**src/acom_pkg.sv**
```systemverilog
// Package for the cell OAM monitor: constants, states and message carriers
package acom_pkg;

  // Delineation process states supplied from outside
  typedef enum logic [1:0] {
    ACOM_HUNT    = 2'b00,
    ACOM_PRESYNC = 2'b01,
    ACOM_SYNC    = 2'b10
  } acom_delin_t;

  // Message transmit sequencer states
  typedef enum logic [2:0] {
    ACOM_TX_IDLE = 3'b000,
    ACOM_TX_ID   = 3'b001,
    ACOM_TX_FLAG = 3'b010,
    ACOM_TX_HI   = 3'b011,
    ACOM_TX_LO   = 3'b100
  } acom_tx_t;

  // Message identifiers
  localparam logic [7:0] ACOM_ID_REQ    = 8'h11;
  localparam logic [7:0] ACOM_ID_STATUS = 8'h91;

  // Status flag octet field positions
  localparam int ACOM_B_NCD_IND  = 7;
  localparam int ACOM_B_OCD_IND  = 6;
  localparam int ACOM_B_LCD_IND  = 5;
  localparam int ACOM_B_NCD_FAIL = 1;
  localparam int ACOM_B_LCD_FAIL = 0;

  // Timing
  localparam longint ACOM_CLK_HZ       = 200_000_000;
  localparam longint ACOM_DECLARE_MS   = 2500;
  localparam longint ACOM_CLEAR_MS     = 10000;
  localparam longint ACOM_RESEND_MS    = 1000;
  localparam longint ACOM_TICK_MS      = 100;
  localparam longint ACOM_TICK_CYC     = ACOM_CLK_HZ * ACOM_TICK_MS / 1000;
  localparam logic [7:0] ACOM_DECLARE_TICKS = 8'(ACOM_DECLARE_MS / ACOM_TICK_MS);
  localparam logic [7:0] ACOM_CLEAR_TICKS   = 8'(ACOM_CLEAR_MS / ACOM_TICK_MS);
  localparam logic [7:0] ACOM_RESEND_TICKS  = 8'(ACOM_RESEND_MS / ACOM_TICK_MS);
  localparam logic [3:0] ACOM_LCD_FRAMES    = 4'h9;

  // Outgoing status message content
  typedef struct packed {
    logic [7:0]  flags;
    logic [15:0] hvc;
  } acom_status_t;

  // Octet stream carrier
  typedef struct packed {
    logic       valid;
    logic [7:0] data;
    logic       last;
  } acom_octet_t;

endpackage : acom_pkg

```
**src/acom_monitor.sv**
```systemverilog
// Cell delineation OAM monitor: counters, failures and status messaging
`timescale 1ns/100ps
// Functional notes
// Sixteen-bit header violation counter, wraps
// Count cells seen while in sync
// Counts readable live for interval collection
// Near no-delineation failure: 2.5 s / 10 s
// Near loss failure: 2.5 s / 10 s
// Far no-delineation failure: 2.5 s / 10 s
// Far loss failure: 2.5 s / 10 s
// Near and far failures provided, no-delineation ones in data mode only
// Request 17 answered by status 145
// Request 17 stops autonomous repeats
// Near failure sends 145, repeats each second
// Status octets: id, flags, counter high/low
// Indicator and failure bits mirror states
// Header error inferred from counter change
// At most one indicator bit set
// No-delineation from start until first sync
// Out-of-delineation on sync to hunt
// Loss defect after nine frames, no sync-loss
// Far no-delineation ends on received zero
// Timers share one derived tick
module acom_monitor
  import acom_pkg::*;
#(
  parameter longint TICK_CYC = ACOM_TICK_CYC
) (
  input  wire logic        clk,
  input  wire logic        reset_n,
  input  wire logic        clk_en,
  input  wire logic        data_mode,
  input  acom_delin_t      delin_state,
  input  wire logic        cell_valid,
  input  wire logic        hec_error,
  input  wire logic        frame_strobe,
  input  wire logic        sync_word_lost,
  input  acom_octet_t      rx_octet,
  output acom_octet_t      tx_octet,
  input  wire logic        tx_ready,
  output logic [15:0]      hvc_count,
  output logic [31:0]      htc_count,
  input  wire logic        htc_clear,
  output logic             no_delin_flag,
  output logic             out_delin_flag,
  output logic             loss_delin_flag,
  output logic             near_ncd_fail,
  output logic             near_lcd_fail,
  output logic             far_ncd_fail,
  output logic             far_lcd_fail
);

  ////////////////////////////////////////////////////////////////////////////
  // Seconds-scale tick
  logic [31:0] tick_cnt_q;
  logic        tick;

  // common tick
  always_ff @(posedge clk or negedge reset_n) begin
    if (!reset_n) begin
      tick_cnt_q <= 32'h0000_0000;
    end else if (clk_en) begin
      if (tick_cnt_q == 32'(TICK_CYC - 1)) begin
        tick_cnt_q <= 32'h0000_0000;
      end else begin
        tick_cnt_q <= tick_cnt_q + 32'h0000_0001;
      end
    end
  end
  assign tick = clk_en && (tick_cnt_q == 32'(TICK_CYC - 1));

  ////////////////////////////////////////////////////////////////////////////
  // Performance counters
  // wrapping violation count
  always_ff @(posedge clk or negedge reset_n) begin
    if (!reset_n) begin
      hvc_count <= 16'h0000;
    end else if (clk_en && hec_error) begin
      hvc_count <= hvc_count + 16'h0001;
    end
  end

  // cells in sync, R3 clear by reader
  always_ff @(posedge clk or negedge reset_n) begin
    if (!reset_n) begin
      htc_count <= 32'h0000_0000;
    end else if (clk_en) begin
      if (cell_valid && delin_state == ACOM_SYNC) begin
        htc_count <= (htc_clear ? 32'h0000_0000 : htc_count) + 32'h0000_0001;
      end else if (htc_clear) begin
        htc_count <= 32'h0000_0000;
      end
    end
  end

  ////////////////////////////////////////////////////////////////////////////
  // Near-end anomalies and defect
  logic        acquired_q;
  acom_delin_t prev_state_q;
  logic        ocd_event;
  logic        ocd_in_frame_q;
  logic [3:0]  lcd_run_q;

  assign ocd_event = prev_state_q == ACOM_SYNC && delin_state == ACOM_HUNT;

  always_ff @(posedge clk or negedge reset_n) begin
    if (!reset_n) begin
      acquired_q   <= 1'b0;
      prev_state_q <= ACOM_HUNT;
    end else if (clk_en) begin
      prev_state_q <= delin_state;
      if (delin_state == ACOM_SYNC) begin
        acquired_q <= 1'b1;
      end
    end
  end

  // until first sync
  always_ff @(posedge clk or negedge reset_n) begin
    if (!reset_n) begin
      no_delin_flag <= 1'b1;
    end else if (clk_en) begin
      no_delin_flag <= !acquired_q && delin_state != ACOM_SYNC;
    end
  end

  // sync to hunt, ends on resync or loss defect
  always_ff @(posedge clk or negedge reset_n) begin
    if (!reset_n) begin
      out_delin_flag <= 1'b0;
    end else if (clk_en) begin
      if (ocd_event) begin
        out_delin_flag <= 1'b1;
      end else if (delin_state == ACOM_SYNC || loss_delin_flag) begin
        out_delin_flag <= 1'b0;
      end
    end
  end

  // nine consecutive frames
  always_ff @(posedge clk or negedge reset_n) begin
    if (!reset_n) begin
      ocd_in_frame_q  <= 1'b0;
      lcd_run_q       <= 4'h0;
      loss_delin_flag <= 1'b0;
    end else if (clk_en) begin
      if (frame_strobe) begin
        ocd_in_frame_q <= ocd_event;
        if ((ocd_in_frame_q || ocd_event || out_delin_flag) && !sync_word_lost) begin
          if (lcd_run_q != ACOM_LCD_FRAMES) begin
            lcd_run_q <= lcd_run_q + 4'h1;
          end
          loss_delin_flag <= (lcd_run_q + 4'h1) >= ACOM_LCD_FRAMES;
        end else begin
          lcd_run_q       <= 4'h0;
          loss_delin_flag <= 1'b0;
        end
      end else if (ocd_event) begin
        ocd_in_frame_q <= 1'b1;
      end
    end
  end

  ////////////////////////////////////////////////////////////////////////////
  // Far-end state from received status messages
  logic [1:0] rx_pos_q;
  logic       rx_is_status_q;
  logic       far_ncd_q;
  logic       far_lcd_q;
  logic       req_seen;

  assign req_seen = rx_octet.valid && rx_pos_q == 2'd0 && rx_octet.data == ACOM_ID_REQ;

  // far anomaly until coded zero
  always_ff @(posedge clk or negedge reset_n) begin
    if (!reset_n) begin
      rx_pos_q       <= 2'd0;
      rx_is_status_q <= 1'b0;
      far_ncd_q      <= 1'b1;
      far_lcd_q      <= 1'b0;
    end else if (clk_en && rx_octet.valid) begin
      rx_pos_q <= rx_octet.last ? 2'd0 : rx_pos_q + 2'd1;
      if (rx_pos_q == 2'd0) begin
        rx_is_status_q <= rx_octet.data == ACOM_ID_STATUS;
      end else if (rx_pos_q == 2'd1 && rx_is_status_q) begin
        far_ncd_q <= rx_octet.data[ACOM_B_NCD_IND];
        far_lcd_q <= rx_octet.data[ACOM_B_LCD_IND];
      end
    end
  end

  ////////////////////////////////////////////////////////////////////////////
  // Persistence timers
  function automatic logic [7:0] acom_step(input logic [7:0] cnt, input logic cond,
                                           input logic [7:0] lim);
    acom_step = !cond ? 8'h00 : (cnt == lim ? cnt : cnt + 8'h01);
  endfunction : acom_step

  logic [3:0] fail_q;
  logic [3:0] defect;
  logic [7:0] set_cnt_q [4];
  logic [7:0] clr_cnt_q [4];

  assign defect = {far_lcd_q, far_ncd_q && data_mode, loss_delin_flag,
                   no_delin_flag && data_mode};

  // declare and clear
  always_ff @(posedge clk or negedge reset_n) begin
    if (!reset_n) begin
      fail_q <= 4'h0;
      for (int i = 0; i < 4; i++) begin
        set_cnt_q[i] <= 8'h00;
        clr_cnt_q[i] <= 8'h00;
      end
    end else if (tick) begin
      for (int i = 0; i < 4; i++) begin
        set_cnt_q[i] <= acom_step(set_cnt_q[i], defect[i], ACOM_DECLARE_TICKS);
        clr_cnt_q[i] <= acom_step(clr_cnt_q[i], !defect[i], ACOM_CLEAR_TICKS);
        if (defect[i] && set_cnt_q[i] >= ACOM_DECLARE_TICKS) begin
          fail_q[i] <= 1'b1;
        end else if (!defect[i] && clr_cnt_q[i] >= ACOM_CLEAR_TICKS) begin
          fail_q[i] <= 1'b0;
        end
      end
    end
  end

  assign near_ncd_fail = fail_q[0];
  assign near_lcd_fail = fail_q[1];
  assign far_ncd_fail  = fail_q[2];
  assign far_lcd_fail  = fail_q[3];

  ////////////////////////////////////////////////////////////////////////////
  // Status message sender
  acom_tx_t     tx_state_q;
  acom_status_t snap_q;
  logic         req_pend_q;
  logic         auto_pend_q;
  logic         acked_q;
  logic [1:0]   near_fail_q;
  logic [7:0]   resend_q;
  logic [7:0]   flags_now;
  logic         near_any;

  assign near_any = near_ncd_fail || near_lcd_fail;

  // single indicator, priority order
  always_comb begin
    flags_now = 8'h00;
    if (no_delin_flag) begin
      flags_now[ACOM_B_NCD_IND] = 1'b1;
    end else if (loss_delin_flag) begin
      flags_now[ACOM_B_LCD_IND] = 1'b1;
    end else if (out_delin_flag) begin
      flags_now[ACOM_B_OCD_IND] = 1'b1;
    end
    flags_now[ACOM_B_NCD_FAIL] = near_ncd_fail;
    flags_now[ACOM_B_LCD_FAIL] = near_lcd_fail;
  end

  // request and repeat pacing
  always_ff @(posedge clk or negedge reset_n) begin
    if (!reset_n) begin
      req_pend_q  <= 1'b0;
      auto_pend_q <= 1'b0;
      acked_q     <= 1'b0;
      near_fail_q <= 2'b00;
      resend_q    <= 8'h00;
    end else if (clk_en) begin
      near_fail_q <= {near_lcd_fail, near_ncd_fail};
      if (({near_lcd_fail, near_ncd_fail} & ~near_fail_q) != 2'b00) begin
        acked_q     <= 1'b0;
        auto_pend_q <= 1'b1;
        resend_q    <= 8'h00;
      end else if (req_seen || !near_any) begin
        acked_q     <= near_any;
        auto_pend_q <= 1'b0;
      end else if (tick && !acked_q) begin
        resend_q <= (resend_q + 8'h01 == ACOM_RESEND_TICKS) ? 8'h00 : resend_q + 8'h01;
        if (resend_q + 8'h01 == ACOM_RESEND_TICKS) begin
          auto_pend_q <= 1'b1;
        end
      end
      if (req_seen) begin
        req_pend_q <= 1'b1;
      end
      if (tx_state_q == ACOM_TX_ID && tx_ready) begin
        req_pend_q <= req_seen;
        if (!req_seen && !(({near_lcd_fail, near_ncd_fail} & ~near_fail_q) != 2'b00)) begin
          auto_pend_q <= 1'b0;
        end
      end
    end
  end

  // octet sequence, counter sent raw
  always_ff @(posedge clk or negedge reset_n) begin
    if (!reset_n) begin
      tx_state_q <= ACOM_TX_IDLE;
      snap_q     <= '0;
    end else if (clk_en) begin
      case (tx_state_q)
        ACOM_TX_IDLE: begin
          if (req_pend_q || auto_pend_q) begin
            snap_q     <= '{flags: flags_now, hvc: hvc_count};
            tx_state_q <= ACOM_TX_ID;
          end
        end
        ACOM_TX_ID:   if (tx_ready) tx_state_q <= ACOM_TX_FLAG;
        ACOM_TX_FLAG: if (tx_ready) tx_state_q <= ACOM_TX_HI;
        ACOM_TX_HI:   if (tx_ready) tx_state_q <= ACOM_TX_LO;
        ACOM_TX_LO:   if (tx_ready) tx_state_q <= ACOM_TX_IDLE;
        default:      tx_state_q <= ACOM_TX_IDLE;
      endcase
    end
  end

  always_comb begin
    tx_octet = '0;
    case (tx_state_q)
      ACOM_TX_ID:   tx_octet = '{valid: 1'b1, data: ACOM_ID_STATUS, last: 1'b0};
      ACOM_TX_FLAG: tx_octet = '{valid: 1'b1, data: snap_q.flags, last: 1'b0};
      ACOM_TX_HI:   tx_octet = '{valid: 1'b1, data: snap_q.hvc[15:8], last: 1'b0};
      ACOM_TX_LO:   tx_octet = '{valid: 1'b1, data: snap_q.hvc[7:0], last: 1'b1};
      default:      tx_octet = '0;
    endcase
  end

endmodule : acom_monitor

```
**config.mk**
```make
export PLATFORM = sky130hd
export DESIGN_NAME = acom_monitor
export DESIGN_NICKNAME = d
export VERILOG_FILES = /design/src/acom_pkg.sv /design/src/acom_monitor.sv
export SDC_FILE = /design/constraint.sdc
export NUM_CORES = 1
export LEC_CHECK = 0
export BUFFER_PORTS_ARGS = -buffer_cell sky130_fd_sc_hd__buf_2
export CAP_MARGIN = 40
export CORE_UTILIZATION = 51
export DETAILED_ROUTE_END_ITERATION = 8
export PLACE_DENSITY = 0.7
export SLEW_MARGIN = 20
export SYNTH_ARGS = -nofsm -noshare
export SYNTH_HDL_FRONTEND = slang
export SYNTH_SLANG_ARGS = --single-unit
```
**constraint.sdc**
```tcl
create_clock -name clk -period 3.7 [get_ports clk]
set_input_delay 1.11 -clock clk [delete_from_list [all_inputs] [get_ports clk]]
set_output_delay 1.11 -clock clk [all_outputs]
set_load 0.005 [all_outputs]
```
After elaboration in Yosys (flattened, before gate mapping)

Index checks and enable logic that the tools add are counted.

Input port bits: 22
Register bits: 201
Output and inout port bits: 65

Reduce and logical (&&, ||, !) cells: 76
$add $sub $neg: 14
Eq/ne operators: 36
Muxes and demuxes: 61
$lt $le $gt $ge: 9
Bitwise logic cells: 3

Operators with widths:

| operator                | number |
|---|---|
| $mux W8                 | 20 |
| $mux W32                | 3 |
| $add A8 B1 Y8 const B   | 9 |
| $add A32 B1 Y32 const B | 2 |
| $eq A8 B5 Y1 const B    | 5 |
| $pmux W10 S4            | 1 |
| $reduce_and A2 Y1       | 19 |
| $eq A32 B25 Y1 const B  | 1 |
| $eq A8 B7 Y1 const B    | 4 |
| $ge A8 B5 Y1 const B    | 4 |
| $ge A8 B7 Y1 const B    | 4 |
| $ne A2 B2 Y1 const B    | 15 |
| $mux W1                 | 27 |
| $logic_and A1 B1 Y1     | 23 |
| $reduce_bool A2 Y1      | 10 |
| $add A16 B1 Y16 const B | 1 |
| $mux W3                 | 5 |
| $pmux W3 S5             | 1 |
| $reduce_and A3 Y1       | 4 |
| $logic_not A1 Y1        | 10 |
| $eq A8 B4 Y1 const B    | 1 |
| $eq A8 B8 Y1 const B    | 1 |
| $mux W4                 | 2 |
| $eq A3 B2 Y1 const B    | 2 |
| 17 further kinds        | 25 |

Logic depth before layout (Yosys ltp)

Gate-level depths: netlist (run 1).

Depth in word-level cells: 8
Depth in mapped cells: 9
Gate-level depth less buffers: 7

Worst setup path before layout (run 1)

No wires, ideal clock.

Kind: input port to flip-flop
From: input port htc_clear
To: register htc_count[30]
Slack: 0.610 ns
Library setup time: 0.124 ns
Stages on the path: 9
Arrival time: 2.966 ns
Required time: 3.576 ns
Cells stage by stage: clkbuf_1 > buf_1 > nor2b_1 > ha_1 > nand4_1 > or4_1 > clkbuf_1 > o21a_1 > o31a_1

Cells in the longest elaborated chain, start to end: 3

RTL lines:

| what                   | RTL line           | text |
|---|---|---|
| start: declaration     | acom_monitor.sv:43 | `input wire logic htc_clear,` |
| $mux W32 *             | -                  |  |
| $add A32 B1 Y32        | acom_monitor.sv:89 | `htc_count <= (htc_clear ? 32'h0000_0000 : htc_count) + 32'h0000_0001;` |
| $mux W32 *             | acom_monitor.sv:88 | `if (cell_valid && delin_state == ACOM_SYNC) begin` |
| end signal: assignment | acom_monitor.sv:89 |  |
| end: declaration       | acom_monitor.sv:42 | `output logic [31:0] htc_count,` |

Mark *: on every way between the ends. The rest lies on a longest branch, timed or not.
A chain may end at the register's enable or synchronous reset.

==> results of run 1 <==
-- flip-flops by register name, summed over array words and instances (netlist names), 3 cells and up --
| register | count |
|---|---|
| clr_cnt_q | 32 |
| fail_q | 4 |
| htc_count | 32 |
| hvc_count | 16 |
| lcd_run_q | 4 |
| resend_q | 8 |
| set_cnt_q | 32 |
| snap_q | 21 |
| tick_cnt_q | 32 |
| tx_state_q | 3 |
-- worst max-delay path, cell delays in order (launching register included) --
cell,delay (ns)
dfrtp_1,0.56
inv_1,0.16
nor3_1,0.53
nand2_1,0.16
o31ai_1,0.12
buf_2,0.17
-- routing by layer --
metal / vias up / routed length, um / track usage (%)
met2: 150 / 11150 / 37.13
li1: 4290 / - / -
met5: - / 0 / 0
met4: 0 / 501 / 5.619
met3: 36 / 909 / 3.292
met1: 4232 / 11150 / 31.07
-- logic make-up after synthesis --
kind of cell,Yosys count,synth area share [%]
buf+inv,88,3.149
fa+ha+maj,30,3.499
flops,201,46.91
xor+xnor,69,5.634
compound gates,254,15.01
mux,31,3.196
simple gates,473,22.59
-- path summary, 6_finish.rpt --
| path | endpoint | from | slack, ns | depth (start not counted) |
|---|---|---|---|---|
| min in group asynchronous | lcd_run_q[0] | reset_n | 0.59 | 1 |
| hold / removal | no_delin_flag | acquired_q | 0.44 | 1 |
| hold reg to reg | no_delin_flag | acquired_q | 0.44 | 1 |
| setup reg to reg | clr_cnt_q[29] | tick_cnt_q[0] | 0.92 | 6 |
| max in group asynchronous | hvc_count[3] | reset_n | 2.35 | 2 |
| setup / recovery | tx_octet[8] | tx_state_q[2] | 0.37 | 5 |
-- Yosys cell counts, types with 6 or more instances --
library cell  number
a21oi_1           44
a22o_1            21
xnor2_1           53
ha_1              30
inv_1             45
o211ai_1           6
nor2b_1           13
clkbuf_1          34
o21ai_0           96
nor2_1            74
nand4_1           26
or2_2              7
nor3_1            28
dfrtp_1          199
mux2_2            26
and3_1            18
and4_1            10
nand3_1           58
nand2b_1           6
o22ai_1           12
or3_1             10
nand2_1          145
and2_1            28
xor2_1            16
o41ai_1           10
nor4_1            15
o31ai_1           24
or4_1              9
-- power by group through the flow --
stage	combinational, W	clock (W)	sequential (W)
2_1_floorplan	0.000297	0	0.00246
3_3_place_gp	0.000455	0	0.00252
3_5_place_dp	0.000466	0	0.00252
4_1_cts	0.000471	0.00227	0.00249
5_1_grt	0.000527	0.00235	0.00252
6_report	0.000461	0.00223	0.00249
-- through the flow --
stage	util, %	hold slack (ns)	total power (W)	cells
3_5_place_dp	56.20	0.4245	0.002989	1472
2_1_floorplan	-	0.4010	0.002755	1146
6_report	59.87	0.4363	0.005181	1513
5_1_grt	59.87	0.4621	0.005392	1513
4_1_cts	59.87	0.4388	0.005233	1513
3_3_place_gp	56.20	0.4117	0.002978	1472
-- area by class of cell --
class                           instances  area, sq um  area share (%)
Inverter                               45        168.9           1.381
Clock buffer                           31        655.6           5.361
Multi-Input combinational cell        857         5369           43.90
Sequential cell                       201         5032           41.15
Clock inverter                         10        92.59          0.7570
Tap cell                              270        337.8           2.762
Timing Repair Buffer                   99        574.3           4.696
==> flow_summary.yaml, run 1 <==
cts:
  cts_setup_buffers: 0
  htree_levels: 1
  hold_buffers: 0
  cts_max_path_buffers: 3
  cts_resized: 0
  cts_inserted_buffers: 23
  path_clk_slew_ns: 0.06
  cts-root-buf: "clkbuf_16"
  clock_latency_ns: 0.51
  cts_sinks: 201
  cts_tree: "done"
min_path:
  hp-class: "register to register"
global_routing:
  first_global_vias: 8193
  grt_max_degree: 65
  grt_pass1_wl_um: 40270
  antenna_found_initial: 0
  globalRouteTotalUtil_pct: 22.44
  gr-total-overflow: 0
sta:
  tns_ns: 0
  rsz0062_at_grt: "no"
  slew_headroom_pct: 48.17
  finalCriticalPeriod_ns: 3.335
  finalCritPeriodShare_pct: 90.13
  fmax_mhz: 299.9
  slew_violations: 0
  hold_violations: 0
  setup_viol: 0
  worst_pin_slew_ns: 0.7704
  worst_slack_ns: 0.3651
  clock_skew_ns: 0.01024
power:
  internal-power_w: 0.003848
  clkPwrFrac_pct: 43.0
  power_density_nw_per_um2: 423.6
  p_leak_nw: 5.437
  p_comb_share_pct: 8.9
  irDropWorstVdd_mv: 0.3433
  seq_power_share_pct: 48.1
  swShare_pct: 25.73
  p_switching_w: 0.001333
floorplanning:
  die_w_um: 147.0
  ios: 87
  die_y_um: 147.0
  dieArea_sq_um: 21620
  start_util_pct: 52.50
  core_sq_um: 20430
  rows: 52
detailed_routing:
  drt_wl_total_um: 23710
  drtAntennaViolNets: 0
  first_pass_iters: 5
  drt-wirelength-per-cell_um: 15.67
  via_per_inst: 5.755
  drt_iter0_drc: 430
  route.detailed.drc: 0
  via_count: 8708
placement:
  place_ws_ns: 0.4750
  port_buffers: 86
  hpwl_um: 16080
  place_area_sq_um: 11480
  gp_congestion: 0.8470
finish:
  area_growth_pct: 14.02
  drive_above_1_share_pct: 14.56
  layout_commonest_cell: "dfrtp_1"
  fin_area_sq_um: 12230
  fillerInstances: 1783
  fin_nets: 1279
  mostFrequentLayoutCells: "dfrtp_1 (199), nand2_1 (145), o21ai_0 (96)"
  diodes: 0
synthesis:
  ys_seq_area_share_pct: 46.91
  ys_warn_count: 0
  synth_top_area_share_pct: 46.42
  syn-num-nets: 1198
  ys_ff_latch: 201
  async_flop_share_pct: 100.0
  avgSynthCellArea_sq_um: 9.360
  netlist-cell-type-count: 66
  ys_top_cells_by_area: "dfrtp_1 (46%), nand2_1 (5.1%), o21ai_0 (4.5%)"
  synth_enable_flop_cells: 0
  synth_ff_type: "dfrtp_1"
  synth_area_leader_cell: "dfrtp_1"
  syn_inst: 1146
  netlist_area_sq_um: 10730
worst_setup_path:
  worstSetupEndpointType: "primary output"
  cp.required_ns: 2.59
  cp_max_fo: 11
  arrival_ns: 2.22
  crit_type: "register to primary output"
  worstSetupStartpointType: "register"
run:
  max_cap_violations: 0
status:
  outcome: "finished, final reports clean"
No activity file was read; power rests on OpenSTA's default activity.
==> run 2: changes to the inputs <==
==> constraint.sdc (replaced) <==
create_clock -name clk -period 3.7 [get_ports clk]
set_input_delay 0.185 -clock clk [delete_from_list [all_inputs] [get_ports clk]]
set_output_delay 0.185 -clock clk [all_outputs]
set_load 0.005 [all_outputs]
==> flow_summary.yaml, run 2 (synthesis results as in run 1) <==
detailed_routing:
  first_pass_iters: 5
  route.detailed.drc: 0
  via_count: 8740
  drt_iter0_drc: 427
  drt_wl_total_um: 24000
  drtAntennaViolNets: 0
  drt-wirelength-per-cell_um: 15.81
  via_per_inst: 5.758
worst_setup_path:
  worstSetupStartpointType: "register"
  cp.required_ns: 4.12
  cp_max_fo: 16
  critical_path.max_stage_delay_ns: 0.66
  arrival_ns: 3.07
  critical_path_buf_inv_count: 0
  critPathSlowestCell: "or3_1"
  crit_type: "register to register"
  worstSetupEndpointType: "register"
  worstPathCellList: "ha_1 -> nor4bb_1 -> nand3_1 -> or3_1 -> or4_1 -> o21ai_0"
  path_delay_family: "simple AND/OR/NAND/NOR gates"
sta:
  hold_violations: 0
  fmax_mhz: 377.6
  tns_ns: 0
  clock_skew_ns: 0.01415
  setup_viol: 0
  slew_headroom_pct: 47.00
  rsz0062_at_grt: "no"
  slew_violations: 0
  worst_pin_slew_ns: 0.7884
  finalCritPeriodShare_pct: 71.58
  finalCriticalPeriod_ns: 2.649
power:
  p_leak_nw: 5.475
  irDropWorstVdd_mv: 0.3959
  power_density_nw_per_um2: 429.9
finish:
  fin_area_sq_um: 12340
  layout_commonest_cell: "dfrtp_1"
  fin_nets: 1284
  area_growth_pct: 15.05
  final_core_util_pct: 60.41
  mostFrequentLayoutCells: "dfrtp_1 (199), nand2_1 (145), o21ai_0 (96)"
  diodes: 0
  layout.cells.non_filler: 1518
  drive_above_1_share_pct: 14.02
global_routing:
  grt_pass1_wl_um: 41070
  gr-total-overflow: 0
  globalRouteTotalUtil_pct: 22.81
  grt_max_degree: 100
  first_global_vias: 8442
  antenna_found_initial: 0
floorplanning:
  core_sq_um: 20430
  die_y_um: 147.0
  start_util_pct: 52.50
  rows: 52
  ios: 87
  dieArea_sq_um: 21620
  die_w_um: 147.0
cts:
  cts_sinks: 201
  cts_max_path_buffers: 3
  clock_latency_ns: 0.51
  path_clk_slew_ns: 0.06
  htree_levels: 1
  cts_inserted_buffers: 23
  cts_setup_buffers: 0
  cts-root-buf: "clkbuf_16"
  cts_tree: "done"
run:
  max_cap_violations: 0
status:
  outcome: "finished, final reports clean"
min_path:
  hp-class: "input port to register"
placement:
  hpwl_um: 15760
  place_area_sq_um: 11440
  port_buffers: 86
  gp_congestion: 0.8102
  dp.cells: 1466
run 2: final cells by class:
type / count / area [sq um]
clock buffer: 33 / 663.1
clock inverter: 8 / 118.9
fill: 1793 / 8089
inverter: 45 / 168.9
multi-input combinational: 857 / 5380
sequential: 201 / 5032
tap: 270 / 337.8
timing repair buffer: 104 / 639.4
run 2: worst paths after layout:
kind                       slack [ns]           start  cells after the start        endpoint
max                              1.05   tick_cnt_q[1]                      6   clr_cnt_q[29]
min                              0.04  sync_word_lost                      4    lcd_run_q[3]
max reg2reg                      1.05   tick_cnt_q[1]                      6   clr_cnt_q[29]
min reg2reg                      0.43      acquired_q                      1   no_delin_flag
max in group asynchronous        2.53         reset_n                      4  tick_cnt_q[27]
min in group asynchronous        0.07         reset_n                      2    clr_cnt_q[0]
run 2: what timing repair did:
item | 4_1_cts | 5_1_grt
hold buffers | 9 | 0
hold endpoints to repair | 104 | 0
resized for setup | 0 | 0
run 2: worst reg2reg max path, stage by stage, from the launching register on:
cell and delay (ns):
dfrtp_1 0.39, ha_1 0.24, nor4bb_1 0.36, nand3_1 0.25
or3_1 0.66, or4_1 0.58, o21ai_0 0.08
run 2: per-layer routing:
metal | global-route usage [%] | vias up | wire length, um | part of all wire, %
met3 | 4.037 | 43 | 1185 | 4.9
met2 | 37.42 | 205 | 11120 | 46
met4 | 6.907 | 0 | 633 | 2.6
met5 | 0 | - | 0 | 0
li1 | - | 4300 | - | -
met1 | 30.91 | 4192 | 11070 | 46
run 2: per-stage QoR:
step / total power [W] / worst slack, ns / hold slack, ns
2_1_floorplan: 0.002755 / 1.433 / -0.1106
3_3_place_gp: 0.002970 / 1.130 / 0.3319
3_5_place_dp: 0.002988 / 1.107 / 0.3233
4_1_cts: 0.005362 / 1.053 / 0.02535
5_1_grt: 0.005532 / 0.8427 / 0.05402
6_report: 0.005306 / 1.051 / 0.04185
run 2: where the power goes:
part / switching (W) / internal [W]
clock: 0.000894 / 0.00145
sequential: 0.000170 / 0.00232
combinational: 0.000253 / 0.000220
